**config.mk**
```make
export PLATFORM = sky130hd
export DESIGN_NAME = qw_setting_bank
export DESIGN_NICKNAME = d
export VERILOG_FILES = /design/src/common/qw_pkg.sv /design/src/rtl/qw_setting_bank.sv /design/src/rtl/qw_tap_decode.sv
export VERILOG_INCLUDE_DIRS = /design/src /design/src/common
export SDC_FILE = /design/constraint.sdc
export NUM_CORES = 1
export LEC_CHECK = 0
export ABC_AREA = 1
export BUFFER_PORTS_ARGS = -buffer_cell sky130_fd_sc_hd__buf_4
export CAP_MARGIN = 20
export CORE_MARGIN = 4
export CORE_UTILIZATION = 60
export CTS_CLUSTER_SIZE = 24
export DETAILED_ROUTE_END_ITERATION = 12
export HOLD_SLACK_MARGIN = 0.12
export MAX_ROUTING_LAYER = met4
export PLACE_DENSITY_LB_ADDON = 0.08
export SYNTH_ARGS = -nofsm -noshare
export SYNTH_HDL_FRONTEND = slang
export SYNTH_SLANG_ARGS = --single-unit
```
**constraint.sdc**
```tcl
create_clock -name i_clk_sys -period 3.75 [get_ports i_clk_sys]
set_input_delay 1.125 -clock i_clk_sys [delete_from_list [all_inputs] [get_ports i_clk_sys]]
set_output_delay 1.125 -clock i_clk_sys [all_outputs]
set_load 0.1 [all_outputs]
```
**src/common/qw_consts.svh**
```systemverilog
`ifndef QW_CONSTS_SVH
`define QW_CONSTS_SVH

// ----------------------------------------------------------------------
// Slave address layout
// ----------------------------------------------------------------------
`define QW_SLV_FIXED   3'h5
`define QW_SLV_FIX_F   7:5
`define QW_SLV_STRAP_F 4:1
`define QW_SLV_RW_BIT  0

// ----------------------------------------------------------------------
// Instruction byte layout and opcodes
// ----------------------------------------------------------------------
`define QW_OP_F        7:4
`define QW_POT_F       3:2
`define QW_SEL_F       1:0
`define QW_OP_RD_WPR   4'h9
`define QW_OP_WR_WPR   4'hA
`define QW_OP_RD_SSR   4'hB
`define QW_OP_WR_SSR   4'hC
`define QW_OP_LOAD     4'hD
`define QW_OP_SAVE     4'hE
`define QW_OP_STEP     4'h2

// ----------------------------------------------------------------------
// Data byte layout and reset values
// ----------------------------------------------------------------------
`define QW_VAL_F       5:0
`define QW_DIR_BIT     0
`define QW_PAD         2'h0
`define QW_WPR_RST     6'h00
`define QW_WPR_MAX     6'h3F
`define QW_SSR_RST     6'h20
`define QW_SLOT_FIRST  2'h0
`define QW_STEP_ONE    6'h01
`define QW_BIT_LAST    3'h7
`define QW_BIT_ONE     3'h1
`define QW_IDX_ADDR    2'h0
`define QW_IDX_INSTR   2'h1
`define QW_IDX_DATA    2'h2
`define QW_IDX_ONE     2'h1
`define QW_TAP_RST     64'h0000_0000_0000_0001
`define QW_SDA_LOW     1'b0

`endif

```
**src/common/qw_pkg.sv**
```systemverilog
package qw_pkg;

   // Serial engine states, Gray coded along the usual path
   typedef enum logic [2:0]
   {
      QW_IDLE = 3'h0,
      QW_RX   = 3'h1,
      QW_ACK  = 3'h3,
      QW_TX   = 3'h2,
      QW_RACK = 3'h6
   } qw_state_t;

endpackage : qw_pkg

```
**src/rtl/qw_setting_bank.sv**
```systemverilog
`timescale 1ns/1ps
`include "qw_consts.svh"

// What this block does
// - Each of four pots has its own 6-bit wiper register choosing 64 taps.
// - Each wiper has four 6-bit stored settings, all reset to 6'h20.
// - At power-up stored setting 0 of each pot is copied to its wiper.
// - Exactly one tap per pot is connected, chosen by the wiper value only.
// - Selectable taps cover every element junction and both array ends.
// - Four straps form the slave address, first strap least significant.
// - Device answers only when the sent address matches its straps.
// - Host may read and write wiper and stored-setting registers.
// - Instructions move values between a wiper and its own stored settings.
// - An instruction selects increment/decrement mode stepping the wiper.
// - Serial data line is driven only as open drain.
// - Host supplies serial clock; transfers follow its edges as sampled on the system clock.

module qw_setting_bank
   import qw_pkg::*;
#(
   parameter int NPOT = 4,
   parameter int NSSR = 4,
   parameter int WPOS = 6
)
(
   input  wire logic                 i_clk_sys,
   input  wire logic                 i_rst_n,
   input  wire logic                 i_scl,
   input  wire logic                 i_sda,
   output logic                      o_sda_o,
   output logic                      o_sda_oe,
   input  wire logic [3:0]           i_slave_id_straps,
   output logic      [(1<<WPOS)-1:0] o_tap_0,
   output logic      [(1<<WPOS)-1:0] o_tap_1,
   output logic      [(1<<WPOS)-1:0] o_tap_2,
   output logic      [(1<<WPOS)-1:0] o_tap_3,
   output logic                      o_incdec_mode
);

   localparam int NTAP = 1 << WPOS;

   // ----------------------------------------------------------------------
   // Pin synchronisers
   // ----------------------------------------------------------------------
   logic       scl_s1_r, scl_s2_r, scl_s3_r;
   logic       sda_s1_r, sda_s2_r, sda_s3_r;
   logic [3:0] strap_s1_r, strap_s2_r;

   // Two flops per pin; the third only feeds edge detection
   always_ff @(posedge i_clk_sys or negedge i_rst_n)
   begin
      if (!i_rst_n)
      begin
         scl_s1_r   <= 1'b1;
         scl_s2_r   <= 1'b1;
         scl_s3_r   <= 1'b1;
         sda_s1_r   <= 1'b1;
         sda_s2_r   <= 1'b1;
         sda_s3_r   <= 1'b1;
         strap_s1_r <= 4'h0;
         strap_s2_r <= 4'h0;
      end
      else
      begin
         scl_s1_r   <= i_scl;
         scl_s2_r   <= scl_s1_r;
         scl_s3_r   <= scl_s2_r;
         sda_s1_r   <= i_sda;
         sda_s2_r   <= sda_s1_r;
         sda_s3_r   <= sda_s2_r;
         strap_s1_r <= i_slave_id_straps;
         strap_s2_r <= strap_s1_r;
      end
   end

   // Bus events; all transfer timing derives from host clock edges
   logic scl_rise, scl_fall, bus_start, bus_stop;
   assign scl_rise  = scl_s2_r & ~scl_s3_r;
   assign scl_fall  = ~scl_s2_r & scl_s3_r;
   assign bus_start = scl_s2_r & scl_s3_r & sda_s3_r & ~sda_s2_r;
   assign bus_stop  = scl_s2_r & scl_s3_r & ~sda_s3_r & sda_s2_r;

   // ----------------------------------------------------------------------
   // Serial engine state
   // ----------------------------------------------------------------------
   qw_state_t  state_r;
   logic [2:0] bit_r;
   logic [1:0] idx_r;
   logic [7:0] rx_sh_r;
   logic [7:0] tx_sh_r;
   logic       got_r;
   logic       ack_ok_r;
   logic       rw_r;
   logic       more_r;
   logic [3:0] op_r;
   logic [1:0] pot_r;
   logic [1:0] sel_r;

   logic [7:0] full;
   logic       done, instr_done, data_done, addr_match, op_valid;
   logic [5:0] rd_val;

   // Registers
   logic [WPOS-1:0] wiper_r [NPOT];
   logic [WPOS-1:0] ssr_r   [NPOT][NSSR];
   logic            recall_r;

   // Byte just completed on the eighth rising clock edge
   assign full = {rx_sh_r[6:0], sda_s2_r};
   assign done = (state_r == QW_RX) && scl_rise && (bit_r == `QW_BIT_LAST);
   assign instr_done = done && (idx_r == `QW_IDX_INSTR);
   assign data_done  = done && (idx_r == `QW_IDX_DATA);

   // Fixed upper bits plus straps, strap 0 in the lowest address bit
   assign addr_match = (full[`QW_SLV_FIX_F] == `QW_SLV_FIXED) &&
                       (full[`QW_SLV_STRAP_F] == strap_s2_r);

   assign op_valid = (full[`QW_OP_F] == `QW_OP_RD_WPR) ||
                     (full[`QW_OP_F] == `QW_OP_WR_WPR) ||
                     (full[`QW_OP_F] == `QW_OP_RD_SSR) ||
                     (full[`QW_OP_F] == `QW_OP_WR_SSR) ||
                     (full[`QW_OP_F] == `QW_OP_LOAD)   ||
                     (full[`QW_OP_F] == `QW_OP_SAVE)   ||
                     (full[`QW_OP_F] == `QW_OP_STEP);

   // Read data follows the last accepted instruction; slot for QW_OP_RD_SSR, wiper otherwise
   assign rd_val = (op_r == `QW_OP_RD_SSR) ? ssr_r[pot_r][sel_r]
                                           : wiper_r[pot_r];

   // Protocol sequencing; stop and start override any state
   always_ff @(posedge i_clk_sys or negedge i_rst_n)
   begin
      if (!i_rst_n)
      begin
         state_r <= QW_IDLE;
         bit_r   <= 3'h0;
         idx_r   <= `QW_IDX_ADDR;
         got_r   <= 1'b0;
         more_r  <= 1'b0;
         tx_sh_r <= 8'h00;
      end
      else if (bus_stop)
         state_r <= QW_IDLE;
      else if (bus_start)
      begin
         state_r <= QW_RX;
         bit_r   <= 3'h0;
         idx_r   <= `QW_IDX_ADDR;
         got_r   <= 1'b0;
      end
      else
      begin
         unique case (state_r)
            QW_IDLE: ;
            QW_RX:
            begin
               if (scl_rise)
               begin
                  bit_r <= bit_r + `QW_BIT_ONE;
                  got_r <= done;
               end
               else if (scl_fall && got_r)
               begin
                  got_r   <= 1'b0;
                  state_r <= ack_ok_r ? QW_ACK : QW_IDLE;
                  if (idx_r != `QW_IDX_DATA)
                     idx_r <= idx_r + `QW_IDX_ONE;
               end
            end
            QW_ACK:
            begin
               if (scl_fall)
               begin
                  if (rw_r && (idx_r == `QW_IDX_INSTR))
                  begin
                     state_r <= QW_TX;
                     tx_sh_r <= {`QW_PAD, rd_val};
                  end
                  else
                     state_r <= QW_RX;
               end
            end
            QW_TX:
            begin
               if (scl_fall)
               begin
                  bit_r   <= bit_r + `QW_BIT_ONE;
                  tx_sh_r <= {tx_sh_r[6:0], 1'b0};
                  if (bit_r == `QW_BIT_LAST)
                     state_r <= QW_RACK;
               end
            end
            QW_RACK:
            begin
               if (scl_rise)
                  more_r <= ~sda_s2_r;
               else if (scl_fall)
               begin
                  // Host acknowledged: repeat the same register
                  state_r <= more_r ? QW_TX : QW_IDLE;
                  tx_sh_r <= {`QW_PAD, rd_val};
               end
            end
            default: state_r <= QW_IDLE;
         endcase
      end
   end

   // Shift-in and per-byte decode
   always_ff @(posedge i_clk_sys or negedge i_rst_n)
   begin
      if (!i_rst_n)
      begin
         rx_sh_r  <= 8'h00;
         ack_ok_r <= 1'b0;
         rw_r     <= 1'b0;
      end
      else if ((state_r == QW_RX) && scl_rise)
      begin
         rx_sh_r <= full;
         if (done && (idx_r == `QW_IDX_ADDR))
         begin
            ack_ok_r <= addr_match;
            rw_r     <= full[`QW_SLV_RW_BIT];
         end
         else if (instr_done)
            ack_ok_r <= op_valid;
         else if (data_done)
            ack_ok_r <= 1'b1;
      end
   end

   // Instruction latch and increment/decrement mode flag
   always_ff @(posedge i_clk_sys or negedge i_rst_n)
   begin
      if (!i_rst_n)
      begin
         op_r          <= `QW_OP_RD_WPR;
         pot_r         <= 2'h0;
         sel_r         <= 2'h0;
         o_incdec_mode <= 1'b0;
      end
      else if (instr_done && op_valid)
      begin
         op_r          <= full[`QW_OP_F];
         pot_r         <= full[`QW_POT_F];
         sel_r         <= full[`QW_SEL_F];
         o_incdec_mode <= (full[`QW_OP_F] == `QW_OP_STEP);
      end
   end

   // Open drain: line only pulled low, registered to avoid glitches
   always_ff @(posedge i_clk_sys or negedge i_rst_n)
   begin
      if (!i_rst_n)
         o_sda_oe <= 1'b0;
      else
         o_sda_oe <= (state_r == QW_ACK) ||
                     ((state_r == QW_TX) && !tx_sh_r[7]);
   end
   assign o_sda_o = `QW_SDA_LOW;

   // ----------------------------------------------------------------------
   // Register bank
   // ----------------------------------------------------------------------
   logic           do_load, do_save, do_wr_w, do_wr_s, do_step;
   logic [WPOS-1:0] step_up, step_dn;

   assign do_load = instr_done && (full[`QW_OP_F] == `QW_OP_LOAD);
   assign do_save = instr_done && (full[`QW_OP_F] == `QW_OP_SAVE);
   assign do_wr_w = data_done && (op_r == `QW_OP_WR_WPR);
   assign do_wr_s = data_done && (op_r == `QW_OP_WR_SSR);
   assign do_step = data_done && (op_r == `QW_OP_STEP);

   // Saturating steps so a long burst cannot wrap end to end
   assign step_up = (wiper_r[pot_r] == `QW_WPR_MAX) ? `QW_WPR_MAX
                    : wiper_r[pot_r] + `QW_STEP_ONE;
   assign step_dn = (wiper_r[pot_r] == `QW_WPR_RST) ? `QW_WPR_RST
                    : wiper_r[pot_r] - `QW_STEP_ONE;

   // One-shot recall strobe in the first cycle after reset release
   always_ff @(posedge i_clk_sys or negedge i_rst_n)
   begin
      if (!i_rst_n)
         recall_r <= 1'b1;
      else
         recall_r <= 1'b0;
   end

   // Wiper registers, one per pot
   always_ff @(posedge i_clk_sys or negedge i_rst_n)
   begin
      if (!i_rst_n)
      begin
         for (int p = 0; p < NPOT; p++)
            wiper_r[p] <= `QW_WPR_RST;
      end
      else if (recall_r)
      begin
         for (int p = 0; p < NPOT; p++)
            wiper_r[p] <= ssr_r[p][`QW_SLOT_FIRST];
      end
      else if (do_load)
         wiper_r[full[`QW_POT_F]] <= ssr_r[full[`QW_POT_F]][full[`QW_SEL_F]];
      else if (do_wr_w)
         wiper_r[pot_r] <= full[`QW_VAL_F];
      else if (do_step)
         wiper_r[pot_r] <= full[`QW_DIR_BIT] ? step_up : step_dn;
   end

   // Stored settings; image restored to a fixed value on reset
   always_ff @(posedge i_clk_sys or negedge i_rst_n)
   begin
      if (!i_rst_n)
      begin
         for (int p = 0; p < NPOT; p++)
            for (int s = 0; s < NSSR; s++)
               ssr_r[p][s] <= `QW_SSR_RST;
      end
      else if (do_save)
         ssr_r[full[`QW_POT_F]][full[`QW_SEL_F]] <=
            wiper_r[full[`QW_POT_F]];
      else if (do_wr_s)
         ssr_r[pot_r][sel_r] <= full[`QW_VAL_F];
   end

   // ----------------------------------------------------------------------
   // Tap decoders
   // ----------------------------------------------------------------------
   logic [NTAP-1:0] tap_w [NPOT];

   for (genvar g = 0; g < NPOT; g++)
   begin : g_tap
      qw_tap_decode #(.WPOS(WPOS)) u_dec
      (
         .i_clk_sys (i_clk_sys),
         .i_rst_n   (i_rst_n),
         .i_pos     (wiper_r[g]),
         .o_tap     (tap_w[g])
      );
   end

   assign o_tap_0 = tap_w[0];
   assign o_tap_1 = tap_w[1];
   assign o_tap_2 = tap_w[2];
   assign o_tap_3 = tap_w[3];

   // ----------------------------------------------------------------------
   // Checks
   // ----------------------------------------------------------------------
   chk_recall_first_slot: assert property (
      @(posedge i_clk_sys) disable iff (!i_rst_n)
      recall_r |=> (wiper_r[0] == $past(ssr_r[0][0])) &&
                   (wiper_r[3] == $past(ssr_r[3][0])))
      else $error("power-up recall did not copy slot 0");

   chk_addr_mismatch_drop: assert property (
      @(posedge i_clk_sys) disable iff (!i_rst_n)
      (state_r == QW_RX) && got_r && scl_fall && !ack_ok_r &&
      (idx_r == `QW_IDX_ADDR) && !bus_start && !bus_stop |=>
      (state_r == QW_IDLE) ##1 !o_sda_oe)
      else $error("answered a foreign slave address");

   chk_strap_lsb_first: assert property (
      @(posedge i_clk_sys) disable iff (!i_rst_n)
      (done && idx_r == `QW_IDX_ADDR && full[1] != strap_s2_r[0]) |=>
      !ack_ok_r)
      else $error("strap 0 not in lowest address bit");

   chk_wiper_write_lands: assert property (
      @(posedge i_clk_sys) disable iff (!i_rst_n)
      do_wr_w && !recall_r |=> wiper_r[$past(pot_r)] == $past(full[5:0]))
      else $error("wiper write lost");

   chk_save_copies: assert property (
      @(posedge i_clk_sys) disable iff (!i_rst_n)
      do_save |=> ssr_r[$past(full[3:2])][$past(full[1:0])] ==
                  $past(wiper_r[full[3:2]]))
      else $error("save did not copy wiper into slot");

   chk_step_moves_one: assert property (
      @(posedge i_clk_sys) disable iff (!i_rst_n)
      do_step && full[0] && wiper_r[pot_r] != `QW_WPR_MAX |=>
      wiper_r[$past(pot_r)] == $past(wiper_r[pot_r]) + `QW_STEP_ONE)
      else $error("increment step wrong");

   chk_step_saturates: assert property (
      @(posedge i_clk_sys) disable iff (!i_rst_n)
      do_step && !full[0] && wiper_r[pot_r] == `QW_WPR_RST |=>
      wiper_r[$past(pot_r)] == `QW_WPR_RST)
      else $error("decrement wrapped below zero");

   chk_sda_pull_only: assert property (
      @(posedge i_clk_sys) disable iff (!i_rst_n)
      o_sda_oe |-> !o_sda_o)
      else $error("data line driven high");

   chk_sda_on_clock: assert property (
      @(posedge i_clk_sys) disable iff (!i_rst_n)
      $rose(o_sda_oe) |-> $past(scl_fall, 2))
      else $error("data line changed without host clock fall");

endmodule : qw_setting_bank

```
**src/rtl/qw_tap_decode.sv**
```systemverilog
`timescale 1ns/1ps
`include "qw_consts.svh"

// ----------------------------------------------------------------------
// Wiper position to one-hot tap switch decoder
// ----------------------------------------------------------------------
module qw_tap_decode
   import qw_pkg::*;
#(
   parameter int WPOS = 6
)
(
   input  wire logic                 i_clk_sys,
   input  wire logic                 i_rst_n,
   input  wire logic [WPOS-1:0]      i_pos,
   output logic      [(1<<WPOS)-1:0] o_tap
);

   localparam int NTAP = 1 << WPOS;

   // Registered so no two switches ever close together on a glitch
   always_ff @(posedge i_clk_sys or negedge i_rst_n)
   begin
      if (!i_rst_n)
         o_tap <= `QW_TAP_RST;
      else
         o_tap <= NTAP'(1) << i_pos;
   end

   chk_tap_single_on: assert property (
      @(posedge i_clk_sys) disable iff (!i_rst_n)
      $onehot(o_tap))
      else $error("tap switches not one-hot");

   chk_tap_every_edge: assert property (
      @(posedge i_clk_sys) disable iff (!i_rst_n)
      ##1 o_tap[$past(i_pos)])
      else $error("closed tap does not follow wiper value");

endmodule : qw_tap_decode
```
==> flow_metrics.tcl <==
set metrics [dict create \
    status "finished clean" \
    drt-total-wl_um 61120 \
    cts_tree "done" \
    drtAntennaViolNets 0 \
    ios 267 \
    drc_errors 0 \
    final_nets 2398 \
    synth_warnings 0 \
    reg2reg_depth 8 \
    clock_skew_ns 0.01669 \
    grt_setup_unrepaired "false" \
    synth_cell_types 46 \
    n_fill_cell 2345 \
    overflow 0 \
    grt_most_used_layer "met2" \
    synth_commonest_cells "dfrtp_1 (399), nand2_1 (360), nor2_1 (342)" \
    wl_per_cell_um 21.67 \
    cts.sinks 428 \
    post-cts-setup-buffer-count 0 \
    drv_cap 0 \
    vias 17456 \
    end_kind "register" \
    fin_cells 2820 \
    gr-usage-met3 0.06551 \
    ff_latch_area_um2 10750 \
    synth_seq_area_share 0.5582 \
    holdPathStages 0 \
    synth_edf_count 0 \
    first_global_vias 17067 \
    grt.met2_usage 0.5631 \
    yosys.area.top_type "dfrtp_1" \
    crit_fanout 27 \
    cts_max_path_buffers 3 \
    async_flop_share 1.000 \
    drive_gt1_frac 0.2055 \
    die-height_um 187.1 \
    post_synth_instance_area_um2 19250 \
    final_hold_viol_count 0 \
    core_area_um2 31640 \
    setup_viol 0 \
    cts_resized 0 \
    synth_area_per_cell_um2 9.008 \
    syn_inst 2137 \
    fp.dieW_um 187.1 \
    worstMarginPinSlew_ns 1.082 \
    ir_drop_mv 0.5098 \
    grt_antenna_before_repair 0 \
    grt_start_max_net_pins 77 \
    synth_area_leaders "dfrtp_1 (52%), nand2_1 (7.0%), nor2_1 (6.7%)" \
    fin_tns_setup_ns 0 \
    timing.fmax_ghz 0.3244 \
    multi_input_area_um2 7392 \
    timing.final.crit_period_ns 3.083 \
    drt_iter0_markers 2219 \
    dpl.cell_count 2738 \
    cts_root_buf "clkbuf_16" \
    hold_class "register to register" \
    cts-hold-fix-buffers 0 \
    synth.top_cell.area_share 0.5187 \
    clkSlewWorstSetupHoldPaths_ns 0.06 \
    hpwl_um 41620 \
    num_rows 65 \
    drt_pass1_iterations 6 \
    critPathLaunchType "register" \
    finalCritPeriodShare 0.8221 \
    cts_buffers 44 \
    use_met1 0.4718 \
    gp_congestion 1.009 \
    ys_seq_elements 428 \
    crit_type "register to register" \
    p_leak_nw 11.40 \
    relSlewSlack 0.2775 \
    yosys_most_used_dff "dfrtp_1" \
    htree_levels 2 \
    vias_per_cell 6.190 \
    finalPower_mw 11.73 \
    start_util 0.6085 \
    syn2layout_area_growth_pct 20.04 \
    fin_hold_ws_ns 0.3479 \
    grt_pass1_wl_um 96530 \
    io_buffers 265 \
    p_per_area_nw_per_um2 507.7 \
    clk_latency_ns 0.55 \
    yosysMostFrequentCell "dfrtp_1" \
    fp.dieArea_um2 35010 \
    grt_use_total 0.3542 \
    critPathArrivalTime_ns 3.51 \
    crit_required_ns 4.18 \
    insertedDiodeCount 0 \
    slew_viol_final 0 \
]
[routing by layer]
metal,wire [um],vias up
met5,0,-
met4,2075,0
met3,5869,197
met2,29170,1039
met1,24000,8467
li1,-,7753
[area by class of cell]
cell class | count | area share
Tap cell | 402 | 0.02176
Sequential cell | 428 | 0.4650
Clock inverter | 17 | 0.007472
Inverter | 156 | 0.02534
Timing Repair Buffer | 318 | 0.1069
Multi-Input combinational cell | 1434 | 0.3199
Clock buffer | 65 | 0.05365
[through the flow]
stage | setup WS (ns) | area (um2) | util
2_1_floorplan | 1.609 | 19250 | -
3_3_place_gp | 0.8757 | 21700 | 0.6858
4_1_cts | 0.7983 | 23110 | 0.7305
6_report | 0.6671 | 23110 | 0.7305
5_1_grt | 0.5929 | 23110 | 0.7305
3_5_place_dp | 0.8148 | 21700 | 0.6858
[registers in the layout (all words and copies together), names as in the netlist, 3 cells and up]
register           flops
op_r                   4
rx_sh_r                7
strap_s2_r             4
state_r                3
g_tap.u_dec.o_tap    256
wiper_r               24
bit_r                  3
ssr_r                 96
strap_s1_r             4
tx_sh_r                8
[worst max-delay path, cell delays in order, from the launching register on]
cell     delay, ns
dfrtp_1       0.39
nand2_1       0.27
inv_1         0.55
buf_4         0.36
a21oi_1       0.15
o21a_1        0.84
o22ai_1       0.21
nand2_1       0.10
o21ai_0       0.08
[power by group]
| group | switching, mW | leakage [nW] | total, mW | internal (mW) |
|---|---|---|---|---|
| logic | 2.01 | 4.93 | 2.50 | 0.489 |
| registers | 0.172 | 5.79 | 4.96 | 4.79 |
| clock network | 1.82 | 0.691 | 4.27 | 2.45 |
| total | 4.00 | 11.4 | 11.7 | 7.73 |
[cells by family after synthesis]
| group | share of synthesized area |
|---|---|
| AO/OA/AOI/OAI | 0.1241 |
| adder cells (fa/ha/maj) | 0.005200 |
| buffers and inverters | 0.05836 |
| AND/OR/NAND/NOR | 0.2516 |
| XOR/XNOR | 0.002275 |
| flip-flops | 0.5582 |
| other | 0.0001948 |
[cells in the final DEF (no fill, tap or decap), types with 7 or more instances in the layout]
cell type,n
clkbuf_16,44
nand3_1,192
a21boi_1,11
a21oi_1,39
dfrtp_1,399
o211ai_1,72
nand2_4,12
o21ai_4,7
ha_1,8
clkinv_2,10
a22oi_1,81
o221ai_1,23
clkbuf_1,15
nand2_1,360
nor3_1,57
clkinv_1,9
dfstp_2,29
o22ai_1,20
inv_2,25
buf_4,311
o21ai_2,7
nor2_1,339
nand2_2,8
inv_1,122
nand4_1,86
o21ai_0,65
[worst paths after layout]
path	start	end	slack, ns
hold reg to reg	strap_s1_r[1]	strap_s2_r[1]	0.35
max in group asynchronous	i_rst_n	g_tap[1].u_dec.o_tap[47]	2.19
setup reg to reg	rx_sh_r[2]	ssr_r[37]	0.67
setup / recovery	rx_sh_r[2]	ssr_r[37]	0.67
min in group asynchronous	i_rst_n	g_tap[3].u_dec.o_tap[31]	0.57
hold / removal	strap_s1_r[1]	strap_s2_r[1]	0.35
No activity file was read; power rests on OpenSTA's default activity.
